==> src/hdl/bdm_pkg.sv <==
// package of constants for the banked data memory block
package bdm_pkg;
	localparam logic [7:0] BDM_ADDR_PORT0     = 8'h00;
	localparam logic [7:0] BDM_ADDR_PTR0      = 8'h01;
	localparam logic [7:0] BDM_ADDR_PORT1     = 8'h02;
	localparam logic [7:0] BDM_ADDR_PTR1      = 8'h03;
	localparam logic [7:0] BDM_ADDR_BANKSEL   = 8'h04;
	localparam logic [7:0] BDM_ADDR_NVCTRL    = 8'h40;
	localparam logic [7:0] BDM_GP_BASE        = 8'h80;
	localparam int         BDM_GP_DEPTH       = 128;
	localparam int         BDM_BANKSEL_BIT    = 0;
	localparam logic [7:0] BDM_BANKSEL_RST    = 8'h00;
	localparam logic [7:0] BDM_PTR_RST        = 8'h00;
	localparam logic [7:0] BDM_ZERO           = 8'h00;
	localparam logic [3:0] BDM_NVCTRL_MASK    = 4'hf;
	typedef enum {
		BDM_SRC_NONE,
		BDM_SRC_DIRECT,
		BDM_SRC_PORT0,
		BDM_SRC_PORT1
	} bdm_src_e;
endpackage

==> src/hdl/bdm_ram_if.sv <==
// interface between the address decoder and the general purpose ram
`timescale 1ns/1ps
interface bdm_ram_if;
	logic       we;
	logic [6:0] addr;
	logic [7:0] wdata;
	logic [7:0] rdata;
	modport ctrl
	(
		output we,
		output addr,
		output wdata,
		input  rdata
	);
	modport ram
	(
		input  we,
		input  addr,
		input  wdata,
		output rdata
	);
endinterface

==> src/hdl/bdm_gp_ram.sv <==
// general purpose ram, 128 bytes of flip-flops
`timescale 1ns/1ps
module bdm_gp_ram
	import bdm_pkg::*;
(
	input  wire logic clk_in,
	bdm_ram_if.ram    port_in
);
	logic [7:0] mem_q [BDM_GP_DEPTH];

	// ram has no reset: contents are undefined at power-up, as in silicon
	always_ff @(posedge clk_in)
	begin
		if (port_in.we)
			mem_q[port_in.addr] <= port_in.wdata;
	end

	assign port_in.rdata = mem_q[port_in.addr];
endmodule

==> src/hdl/bdm_top.sv <==
// banked data memory with direct and indirect addressing
`timescale 1ns/1ps
module bdm_top
	import bdm_pkg::*;
(
	input  wire logic       clk_in,
	input  wire logic       nrst_in,
	input  wire logic       wdt_sleep_rst_in,
	input  wire logic [7:0] addr_in,
	input  wire logic       rd_in,
	input  wire logic       wr_in,
	input  wire logic [7:0] wdata_in,
	input  wire logic       bit_op_in,
	input  wire logic [2:0] bit_sel_in,
	input  wire logic       bit_val_in,
	output logic      [7:0] rdata_out,
	input  wire logic [7:0] periph_rdata_in,
	input  wire logic       periph_hit_in,
	input  wire logic       periph_ro_in,
	output logic            periph_we_out,
	output logic      [7:0] periph_addr_out,
	output logic      [7:0] periph_wdata_out,
	output logic      [3:0] nonvolatile_control_register_out
);
	// -------------------------------------------------------------
	// helpers
	// -------------------------------------------------------------
	function automatic logic is_port(input logic [7:0] a);
		return (a == BDM_ADDR_PORT0) || (a == BDM_ADDR_PORT1);
	endfunction

	function automatic logic is_gp(input logic [7:0] a);
		return a >= BDM_GP_BASE;
	endfunction

	function automatic logic [7:0] bit_merge(input logic [7:0] old, input logic [2:0] sel,
		input logic val);
		logic [7:0] r;
		r = old;
		r[sel] = val;
		return r;
	endfunction

	// -------------------------------------------------------------
	// state
	// -------------------------------------------------------------
	logic [7:0] pointer_zero_q;
	logic [7:0] pointer_one_q;
	logic       bank_select_bit_q;
	logic [3:0] nvctrl_q;
	logic       sleep_rst_q;

	bdm_ram_if ram_bus ();

	bdm_gp_ram u_ram
	(
		.clk_in  (clk_in),
		.port_in (ram_bus.ram)
	);

	// -------------------------------------------------------------
	// address resolution
	// -------------------------------------------------------------
	bdm_src_e   src;
	logic [7:0] eff_addr;
	logic       eff_bank1;
	logic       to_port;
	logic       hit_gp;
	logic       hit_ptr0;
	logic       hit_ptr1;
	logic       hit_bank;
	logic       hit_nv;
	logic       hit_periph;
	logic [7:0] cur_rdata;
	logic [7:0] wr_value;
	logic       wr_go;

	assign src = (addr_in == BDM_ADDR_PORT0) ? BDM_SRC_PORT0 :
		(addr_in == BDM_ADDR_PORT1) ? BDM_SRC_PORT1 : BDM_SRC_DIRECT;

	always_comb
	begin
		case (src)
			BDM_SRC_PORT0: eff_addr = pointer_zero_q;
			BDM_SRC_PORT1: eff_addr = pointer_one_q;
			BDM_SRC_DIRECT: eff_addr = addr_in;
			default: eff_addr = addr_in;
		endcase
	end

	// only the second port honours the bank select bit
	assign eff_bank1 = (src == BDM_SRC_PORT1) && bank_select_bit_q;
	assign to_port   = (src != BDM_SRC_DIRECT) && is_port(eff_addr);

	assign hit_gp     = !eff_bank1 && !to_port && is_gp(eff_addr);
	assign hit_ptr0   = !eff_bank1 && (eff_addr == BDM_ADDR_PTR0);
	assign hit_ptr1   = !eff_bank1 && (eff_addr == BDM_ADDR_PTR1);
	assign hit_bank   = !eff_bank1 && (eff_addr == BDM_ADDR_BANKSEL);
	assign hit_nv     = eff_bank1 && (eff_addr == BDM_ADDR_NVCTRL);
	assign hit_periph = !eff_bank1 && !to_port && !is_gp(eff_addr) && periph_hit_in
		&& !hit_ptr0 && !hit_ptr1 && !hit_bank;

	// -------------------------------------------------------------
	// read mux
	// -------------------------------------------------------------
	always_comb
	begin
		if (to_port)
			cur_rdata = BDM_ZERO;
		else if (hit_gp)
			cur_rdata = ram_bus.rdata;
		else if (hit_ptr0)
			cur_rdata = pointer_zero_q;
		else if (hit_ptr1)
			cur_rdata = pointer_one_q;
		else if (hit_bank)
			cur_rdata = {7'h00, bank_select_bit_q};
		else if (hit_nv)
			cur_rdata = {4'h0, nvctrl_q};
		else if (hit_periph)
			cur_rdata = periph_rdata_in;
		else
			cur_rdata = BDM_ZERO;
	end

	assign rdata_out = rd_in ? cur_rdata : BDM_ZERO;

	// -------------------------------------------------------------
	// write path: bit operations are read-modify-write of one byte
	// -------------------------------------------------------------
	assign wr_value = bit_op_in ? bit_merge(cur_rdata, bit_sel_in, bit_val_in)
		: wdata_in;
	assign wr_go    = wr_in && !to_port;

	assign ram_bus.we    = wr_go && hit_gp;
	assign ram_bus.addr  = eff_addr[6:0];
	assign ram_bus.wdata = wr_value;

	// read-only peripheral registers flag themselves and are never written
	assign periph_we_out    = wr_go && hit_periph && !periph_ro_in;
	assign periph_addr_out  = eff_addr;
	assign periph_wdata_out = wr_value;
	assign nonvolatile_control_register_out = nvctrl_q;

	// -------------------------------------------------------------
	// registers
	// -------------------------------------------------------------
	always_ff @(posedge clk_in or negedge nrst_in)
	begin
		if (!nrst_in)
		begin
			pointer_zero_q <= BDM_PTR_RST;
			pointer_one_q  <= BDM_PTR_RST;
			nvctrl_q       <= 4'h0;
		end
		else
		begin
			if (wr_go && hit_ptr0)
				pointer_zero_q <= wr_value;
			if (wr_go && hit_ptr1)
				pointer_one_q <= wr_value;
			if (wr_go && hit_nv)
				nvctrl_q <= wr_value[3:0] & BDM_NVCTRL_MASK;
		end
	end

	// bank holds and ignores writes while wdt_sleep_rst_in is high (seen one cycle late); nrst_in always clears it
	always_ff @(posedge clk_in or negedge nrst_in)
	begin
		if (!nrst_in)
			sleep_rst_q <= 1'b0;
		else
			sleep_rst_q <= wdt_sleep_rst_in;
	end

	always_ff @(posedge clk_in or negedge nrst_in)
	begin
		if (!nrst_in)
			bank_select_bit_q <= BDM_BANKSEL_RST[BDM_BANKSEL_BIT];
		else if (sleep_rst_q)
			bank_select_bit_q <= bank_select_bit_q;
		else if (wr_go && hit_bank)
			bank_select_bit_q <= wr_value[BDM_BANKSEL_BIT];
	end
endmodule
==> config.mk <==
export PLATFORM = sky130hd
export DESIGN_NAME = bdm_top
export DESIGN_NICKNAME = d
export VERILOG_FILES = /design/src/hdl/bdm_pkg.sv /design/src/hdl/bdm_ram_if.sv /design/src/hdl/bdm_gp_ram.sv /design/src/hdl/bdm_top.sv
export SDC_FILE = /design/constraint.sdc
export NUM_CORES = 1
export LEC_CHECK = 0
export BUFFER_PORTS_ARGS = -buffer_cell sky130_fd_sc_hd__buf_2
export CAP_MARGIN = 20
export CORE_ASPECT_RATIO = 2
export CORE_UTILIZATION = 41
export DETAILED_ROUTE_END_ITERATION = 10
export PLACE_DENSITY = 0.63
export REMOVE_ABC_BUFFERS = 1
export SYNTH_ARGS = -nofsm -noshare
export SYNTH_HDL_FRONTEND = slang
export SYNTH_SLANG_ARGS = --single-unit
==> constraint.sdc <==
create_clock -name clk_in -period 8.5 [get_ports clk_in]
set_input_delay 0 -clock clk_in [delete_from_list [all_inputs] [get_ports clk_in]]
set_output_delay 0 -clock clk_in [all_outputs]
set_load 0.02 [all_outputs]
==> After elaboration in Yosys (flattened, before gate mapping) <==
Memories as Yosys holds them, arrays and structs flattened.
Index checks and enable logic that the tools add are counted.
{ "classes": {"order_cmp": 3, "n_eq_ne": 10, "mux": 17, "bitwise": 1, "reduce_logical": 33} }
{ "ops": {"columns": ["op", "count"], "rows": [
  ["$mux W8", 9],
  ["$eq A8 B2 Y1 const B", 3],
  ["$logic_and A1 B1 Y1", 22],
  ["$logic_not A8 Y1", 2],
  ["$pmux W8 S2", 1],
  ["$bwmux W8", 1],
  ["$eq A8 B1 Y1 const B", 1],
  ["$eq A8 B3 Y1 const B", 1],
  ["$eq A8 B7 Y1 const B", 1],
  ["$ge A8 B8 Y1 const B", 1],
  ["$logic_not A1 Y1", 7],
  ["$eq A2 B2 Y1 const B", 3],
  ["$lt A3 B4 Y1 const B", 1],
  ["$mux W2", 2],
  ["$demux W1 S3", 1],
  ["$ge A3 B1 Y1 const B", 1],
  ["$mux W1", 3],
  ["$ne A2 B1 Y1 const B", 1],
  ["$reduce_and A2 Y1", 1],
  ["$logic_or A1 B1 Y1", 1],
  ["$not A1 Y1", 1]
]} }
{ "totals": {"register_bits": 22, "mem_bits_rw": 1024, "in_bits": 36, "n_memories": 1} }
{ "mem_list": {"columns": ["name", "words", "width", "read_ports", "rd_ports_with_merged_regs", "wr", "line_no", "rtl"], "rows": [
  ["u_ram.mem_q", 128, 8, 1, 0, 1, "bdm_gp_ram.sv:9", "logic [7:0] mem_q [BDM_GP_DEPTH];"]
]} }

==> Depth between registers and ports, before layout <==
Gate-level depths: netlist of run 1.
{ "logic_depth": {"word_depth": 24, "ltp_mapped": 18, "depth_no_buf": 11} }

==> By module <==
Synthesis of run 1 repeated with hierarchy kept, for this count alone.
{ "hier_totals": {"cells_unflattened": 2718, "hier_area_um2": 42385.7} }
{ "modules_own_cells": {"columns": ["mod", "n_inst", "cells_each", "area_each_um2", "seq_area_each_um2"], "rows": [
  ["bdm_gp_ram", 1, 2467, 40273.6, 30749.5],
  ["bdm_top", 1, 251, 2112.0, 550.5]
]} }

==> Worst setup path before layout of run 1 <==
Ideal clock, no wire load.
{ "synth_timing": {"path_type": "register to register", "start": "reg pointer_zero_q[1]", "end": "mem u_ram.mem_q[0][3], data pin", "setup_time_ns": 1.019, "t_arrival_ns": 6.735, "required_ns": 7.481, "slack_ns": 0.746, "path_stages_with_launch": 16, "path_buffers": 6, "period_less_slack_ns": 7.754, "path_cell_list": "dfrtp_1 -> nor4b_2 -> and3_1 -> clkbuf_1 -> nor2_1 -> inv_2 -> buf_4 -> buf_6 -> buf_4 -> buf_2 -> buf_2 -> nand3_1 -> a21oi_1 -> nor4_1 -> or3_1 -> a41oi_1"} }
{ "synth_via": {"elab_chain_len": 20} }
{ "synth_lines": {"columns": ["element", "line_no", "rtl"], "rows": [
  ["from (decl)", "bdm_top.sv:47", "logic [7:0] pointer_zero_q;"],
  ["from (signal assigned)", "bdm_top.sv:159", "pointer_zero_q <= wr_value;"],
  ["$pmux W8 S2 (*)", "bdm_top.sv:83", "case (src)"],
  ["parallel branches: the longest is 16 deep, another holds $ge A8 B8 Y1", null, null],
  ["$mux W8 (*)", "bdm_top.sv:108", "if (to_port)"],
  ["$bwmux W8 (*)", "bdm_top.sv:40", "r[sel] = val;"],
  ["$mux W8 (*)", "bdm_top.sv:131", "assign wr_value = bit_op_in ? bit_merge(cur_rdata, bit_sel_in, bit_val_in)"],
  ["named net periph_wdata_out[3]", "bdm_top.sv:22", "output logic [7:0] periph_wdata_out,"],
  ["to (decl)", "bdm_gp_ram.sv:9", null]
]} }
Mark *: on every way through the listed nets, which the timed path passes.

==> Worst setup path after layout of run 1 <==
{ "layout_timing": {"start": "reg pointer_zero_q[1]", "end": "mem u_ram.mem_q[88][0], data pin"} }
{ "layout_via": {"elab_chain_len": 20} }
{ "layout_lines": {"columns": ["element", "line_no"], "rows": [
  ["$pmux W8 S2 (*)", "bdm_top.sv:83"],
  ["parallel branches: the longest is 16 deep, another holds $ge A8 B8 Y1", null],
  ["$mux W8 (*)", "bdm_top.sv:108"],
  ["$bwmux W8 (*)", "bdm_top.sv:40"],
  ["$mux W8 (*)", "bdm_top.sv:131"]
]} }
Mark *: on every way between the ends.

==> flow_metrics.tcl, run 1 <==
set metrics [dict create \
    path_buf_inv 3 \
    portBuffers 64 \
    via_per_inst 6.07 \
    root_buffer "clkbuf_16" \
    synth_top_area_share 0.713 \
    relSlewSlack 0.171 \
    start_kind "flop" \
    synthArstFlopShare 0.0210 \
    hp-start "wdata_in[5]" \
    end_kind "flop" \
    max_freq_mhz 143 \
    synth-compound-area-share 0.0703 \
    post-cts-setup-buffers 0 \
    cp.required_ps 8830 \
    power_frac_comb 0.084 \
    fillers 9071 \
    ys_seq_area_frac 0.726 \
    drt_iter0_drc 3276 \
    synth_edf_count 1024 \
    synth_mux_area_frac 0.0413 \
    core_um2 104000 \
    gp_congestion 1.05 \
    ys_types 83 \
    htree_levels 3 \
    fp.dieArea_um2 107000 \
    cts_inserted_buffers 82 \
    clkLatencyLatePin_ps 680 \
    grt-ovfl-total 0 \
    synthAdderAreaFrac 0 \
    min_period_ps 6990 \
    p_leak_nw 16.0 \
    yosys.area_share.simple 0.139 \
    yosysWarnings 0 \
    synthTopCellsByCount "edfxtp_1, nand2_1, nand3_1" \
    die_h_um 461 \
    nNetsFinal 3296 \
    clockPowerShare 0.371 \
    power_switching_mw 2.58 \
    critPathMaxFanout 92 \
    postSynthCellCount 3222 \
    powerDensity_nw_per_um2 222 \
    synth_top_family_by_area "simple AND/OR/NAND/NOR gates" \
    synth_xor_area_frac 0 \
    die_w_um 231 \
    rsz0062_at_grt "false" \
    crit_path_start "pointer_zero_q[1]" \
    crit_family "simple AND/OR/NAND/NOR gates" \
    cts_tree "done" \
    drc 0 \
    yosysMostFrequentCell "edfxtp_1" \
    grt_pass1_vias 27100 \
    clock_path_buffers 3 \
    grt_pass1_wl_mm 202 \
    r2r_start "pointer_zero_q[1]" \
    pwr-share-seq 0.545 \
    finalCritPeriodShare 0.822 \
    slew_viol_final 0 \
    avgSynthCellArea_um2 13.4 \
    wirelength_mm 145 \
    worstHoldPathType "input pin to flop" \
    gr-usage-all-layers 0.270 \
    max_stage_delay_ps 860 \
    fin_skew_ps 28.6 \
    finalSetupTns_ps 0 \
    switching_share 0.243 \
    antenna_found_initial 8 \
    holdWs_ps 32.5 \
    ys_ff_latch 1046 \
    max_slew.worst_pin.slew_ps 1240 \
    ant_nets 0 \
    setup_viol 0 \
    synth_area_um2 43100 \
    clkSinkCount 1046 \
    maxCapViolations 0 \
    drive_above_1_share 0.104 \
    status "complete, no violations" \
    yosys_most_used_dff "edfxtp_1" \
    syn_to_final_growth_pct 11.2 \
    via_count 28400 \
    drtPass1Iterations 6 \
    ios 65 \
    synth_area_leaders "edfxtp_1, nand2_1, mux2i_1, nand3_1, nor2_1" \
    initial_core_util 0.415 \
    critPathKind "flop to flop" \
    finalHoldViolCount 0 \
    routedWlPerCell_um 30.9 \
    worstPathArrival_ps 7320 \
    cpMaxStageDelayCell "a21oi_1" \
    grt_max_degree 127 \
    rows 167 \
    power.internal_mw 8.04 \
    irDropWorstVdd_mv 0.130 \
    cp_cell_sequence "nor4b_2 > and3_1 > nor2_4 > inv_8 > buf_4 > mux2i_1 > a22oi_1 > nand3_1 > a21oi_1 > nor4_1 > nor4_1 > o31a_2 > buf_4" \
    clkTransAtPathRegs_ps 80 \
    dp_hpwl_mm 92.8 \
    synth_top_area_cell "edfxtp_1" \
]
## what timing repair did
item | 4_1_cts | 5_1_grt
gates resized for setup | 0 | 0
endpoints found under the hold margin | 37 | 0
hold buffers | 15 | 0
## worst min-delay path, cell delays in order
cell and delay [ps]:
buf_2 130, o22a_1 190, o31a_2 190
## layer usage
metal  GRT usage  vias to the layer above  wire (um)
met5           0                        -         45
li1            -                    12200          -
met2       0.458                     1522      71600
met4       0.194                        6      12100
met3      0.0447                      419      10900
met1       0.307                    14300      50000
## layout by cell type (no fill, tap or decap), types with 8 or more instances in the layout
master            n
a221o_1          14
a32oi_1          24
or3_1            10
dlygate4sd3_1    14
buf_12           10
a21oi_1          82
mux2i_1         143
inv_6             8
a211oi_1         37
a31oi_1          70
nand4_1          38
o21ai_0          34
o22ai_1          33
clkbuf_1         13
clkinv_2         13
clkinv_1         15
mux2_2           13
nor4_1           23
nor3_1           21
a221oi_1         13
nand2_1         718
o32ai_1           8
dfrtp_1          22
mux4_2            9
nand3_1         254
buf_2            64
clkbuf_16        84
edfxtp_1       1024
o221ai_1          9
inv_1            12
buf_4            67
and3_1           60
a311oi_1         10
nor2_1          190
## path summary, 6_finish.rpt
path / endpoint / slack, ps / cells after the start
max: u_ram.mem_q[88][0] / 1510 / 13
min: u_ram.mem_q[13][5] / 30 / 3
max reg2reg: u_ram.mem_q[88][0] / 1510 / 13
min reg2reg: pointer_zero_q[7] / 570 / 1
max in group asynchronous: pointer_zero_q[3] / 7900 / 4
min in group asynchronous: pointer_one_q[0] / 430 / 4
## layout make-up
class	count	area, um2	share of cell area
diodes	4	10.0	0.000209
clock buffers	97	2150	0.0449
clock inverters	55	531	0.0111
inverters	17	83.8	0.00175
multi-input cells	1957	11000	0.229
flip-flops and latches	1046	31300	0.653
well taps	1352	1690	0.0353
repair buffers	156	1190	0.0248
## power groups by stage
stage | clock network [mW] | registers [mW] | logic (mW)
6_report | 3.94 | 5.79 | 0.888
5_1_grt | 4.14 | 5.79 | 0.920
4_1_cts | 3.95 | 5.79 | 0.869
3_5_place_dp | 0 | 5.91 | 0.860
3_3_place_gp | 0 | 5.91 | 0.848
2_1_floorplan | 0 | 5.93 | 0.451
## cells by family (layout without fill, tap and decap cells)
kind of cell	count (synthesis)	in the layout
other	0	4
buffers and inverters	219	325
AND/OR/NAND/NOR	1365	1365
multiplexers	165	165
AO/OA/AOI/OAI	427	427
flip-flops	1046	1046
## sequential cells by signal, indices dropped and copies added, names as in the netlist
signal,cells
pointer_one_q,8
bank_select_bit_q,1
u_ram.mem_q,1024
sleep_rst_q,1
pointer_zero_q,8
nonvolatile_control_register_out,4
## per-stage QoR
step / instance area [um2] / total power [mW] / util / instances / setup slack, ps
floorplan: 42200 / 6.38 / - / 3020 / -16260
global placement: 45000 / 6.75 / 0.434 / 4508 / 1810
detailed placement: 45100 / 6.77 / 0.434 / 4510 / 1770
CTS: 47900 / 10.6 / 0.461 / 4677 / 1520
global route: 47900 / 10.8 / 0.462 / 4682 / 1290
finish: 47900 / 10.6 / 0.462 / 4684 / 1510
(Power assumes the default switching activity.)
==> run 2, diff against run 1 <==
==> constraint.sdc (replaced) <==
create_clock -name clk_in -period 6.5 [get_ports clk_in]
set_input_delay 0 -clock clk_in [delete_from_list [all_inputs] [get_ports clk_in]]
set_output_delay 0 -clock clk_in [all_outputs]
set_load 0.02 [all_outputs]
==> run 2 against run 1 <==
Critical path depth increased by 1. Clock skew decreased by 1.6 ps. Largest cell class unchanged. Utilization increased by 0.42 points. Highest routed layer unchanged. Clock power increased by 36%. Wire length increased by 1.8%. Combinational power increased by 34%. Non-clock buffer count increased by 42.
==> flow_metrics.tcl, run 2 (synthesis results as in run 1) <==
set metrics [dict create \
    die_w_um 231 \
    wirelength_mm 147 \
    rows 167 \
    antenna_found_initial 4 \
    finalCritPeriodShare 0.957 \
    path_buf_inv 4 \
    fp.dieArea_um2 107000 \
    syn_to_final_growth_pct 12.2 \
    clkSinkCount 1046 \
    worstPathArrival_ps 6220 \
    drive_above_1_share 0.111 \
    nNetsFinal 3339 \
    setup_viol 0 \
    ios 65 \
    reg_top3 "u_ram.mem_q x1024, pointer_one_q x8, pointer_zero_q x8" \
    fin_skew_ps 27.0 \
    cp.required_ps 6500 \
    cts_resized 0 \
    drtPass1Iterations 6 \
    cts_inserted_buffers 83 \
    rsz0062_at_grt "false" \
    finalSetupTns_ps 0 \
    routedWlPerCell_um 31.2 \
    gp_congestion 1.02 \
    clock_path_buffers 3 \
    fillers 8992 \
    htree_levels 3 \
    max_stage_delay_ps 740 \
    critPathMaxFanout 61 \
    r2r_cells 13 \
    end_kind "primary output" \
    cts_tree "done" \
    crit_family "simple AND/OR/NAND/NOR gates" \
    finalHoldViolCount 0 \
    slew_viol_final 0 \
    grt_pass1_vias 27900 \
    gr-usage-all-layers 0.275 \
    mostFrequentLayoutCells "edfxtp_1, nand2_1, nand3_1" \
    cp_common_cell "nor4_1" \
    drt_iter0_drc 2978 \
    max_slew.worst_pin.slew_ps 1230 \
    initial_core_util 0.415 \
    holdPathStages 5 \
    drc 0 \
    irDropWorstVdd_mv 0.191 \
    start_kind "flop" \
    clkTransAtPathRegs_ps 80 \
    largest_register_ffs 1024 \
    p_leak_nw 16.2 \
    relSlewSlack 0.171 \
    largest-register "u_ram.mem_q" \
    min_period_ps 6220 \
    grt_pass1_wl_mm 205 \
    core_um2 104000 \
    grt_max_degree 101 \
    clkLatencyLatePin_ps 690 \
    grt-ovfl-total 0 \
    post-place-ws_ps 928 \
    cp_cell_sequence "nor4b_2 > and3_1 > nor2_4 > inv_8 > buf_4 > mux2i_1 > a221oi_1 > nand3_1 > a21oi_1 > nor4_1 > nor4_1 > o31a_2 > buf_12 > buf_2" \
    max_freq_mhz 161 \
    portBuffers 64 \
    setup_ws_ps 281 \
    ant_nets 0 \
    status "complete, no violations" \
    via_per_inst 6.12 \
    powerDensity_nw_per_um2 292 \
    cpMaxStageDelayCell "o31a_2" \
    worstHoldPathType "input pin to flop" \
    root_buffer "clkbuf_16" \
    final_common_cell "edfxtp_1" \
    maxCapViolations 0 \
    dp_hpwl_mm 96.7 \
    power_mw 14.1 \
    via_count 28900 \
    cp.depth 14 \
    critPathKind "flop to primary output" \
    die_h_um 461 \
]
==> run 2: changes by cell type in the layout (fill, tap and decap cells not counted), moves of 3 or more <==
cell        before  now
buf_4           67  101
clkinv_1        15   23
bufinv_16        7   13
inv_6            8    2
buf_12          10   15
nand3_1        254  259
nand3_2          5    0
clkbuf_1        13    9
clkinv_4         4    1
clkinvlp_4       6    3
==> run 2: tightest hold or removal path, stage by stage <==
cell and delay [ps]:
buf_2 140, a221oi_1 110, a21oi_1 140, a21oi_1 110, a21oi_1 160
==> run 2: repair_timing <==
| item | in CTS | in global routing |
|---|---|---|
| endpoints found under the setup margin | 0 | 0 |
| setup buffers | 0 | 0 |
| hold buffers | 15 | 0 |
| endpoints found under the hold margin | 37 | 0 |
==> run 2: through the flow <==
| stage | hold slack, ps | cells | utilization | instance area (um2) |
|---|---|---|---|---|
| final | 38.4 | 4721 | 0.466 | 48400 |
| after floorplan | -296 | 3020 | - | 42200 |
| after global placement | 33.1 | 4549 | 0.437 | 45400 |
| after detailed placement | 32.5 | 4551 | 0.437 | 45400 |
| after CTS | 16.3 | 4715 | 0.465 | 48300 |
| after global routing | 68.6 | 4720 | 0.466 | 48400 |
==> run 2: cell type report <==
| type | count | area [um2] | share of cell area |
|---|---|---|---|
| inverters | 17 | 83.8 | 0.00173 |
| repair buffers | 198 | 1560 | 0.0322 |
| clock buffers | 95 | 2190 | 0.0452 |
| multi-input cells | 1957 | 11000 | 0.227 |
| clock inverters | 54 | 598 | 0.0124 |
| diodes | 2 | 5.00 | 0.000103 |
| well taps | 1352 | 1690 | 0.0350 |
| flip-flops and latches | 1046 | 31300 | 0.647 |
==> run 2: worst paths after layout <==
| path | slack, ps | to | startpoint |
|---|---|---|---|
| setup / recovery | 280 | periph_wdata_out[0] | pointer_zero_q[1] |
| hold / removal | 40 | pointer_one_q[3] | periph_rdata_in[3] |
| setup reg to reg | 860 | u_ram.mem_q[117][0] | pointer_zero_q[1] |
| hold reg to reg | 570 | pointer_one_q[4] | pointer_one_q[4] |
| max in group asynchronous | 5850 | bank_select_bit_q | nrst_in |
| min in group asynchronous | 480 | pointer_one_q[3] | nrst_in |
==> run 2: routing by layer <==
metal  routed length (um)  track usage  up-vias
li1                     -            -    12300
met2                72900        0.466     1545
met4                13100        0.215        6
met1                50800        0.304    14600
met3                10300       0.0473      441
met5                   35            0        -
==> run 2: report_power, final <==
| part | switching (mW) | leakage [nW] | internal [mW] |
|---|---|---|---|
| Combinational | 0.909 | 5.36 | 0.282 |
| Clock | 2.41 | 1.36 | 2.94 |
| Sequential | 0.0165 | 9.54 | 7.55 |
| Total | 3.34 | 16.2 | 10.8 |
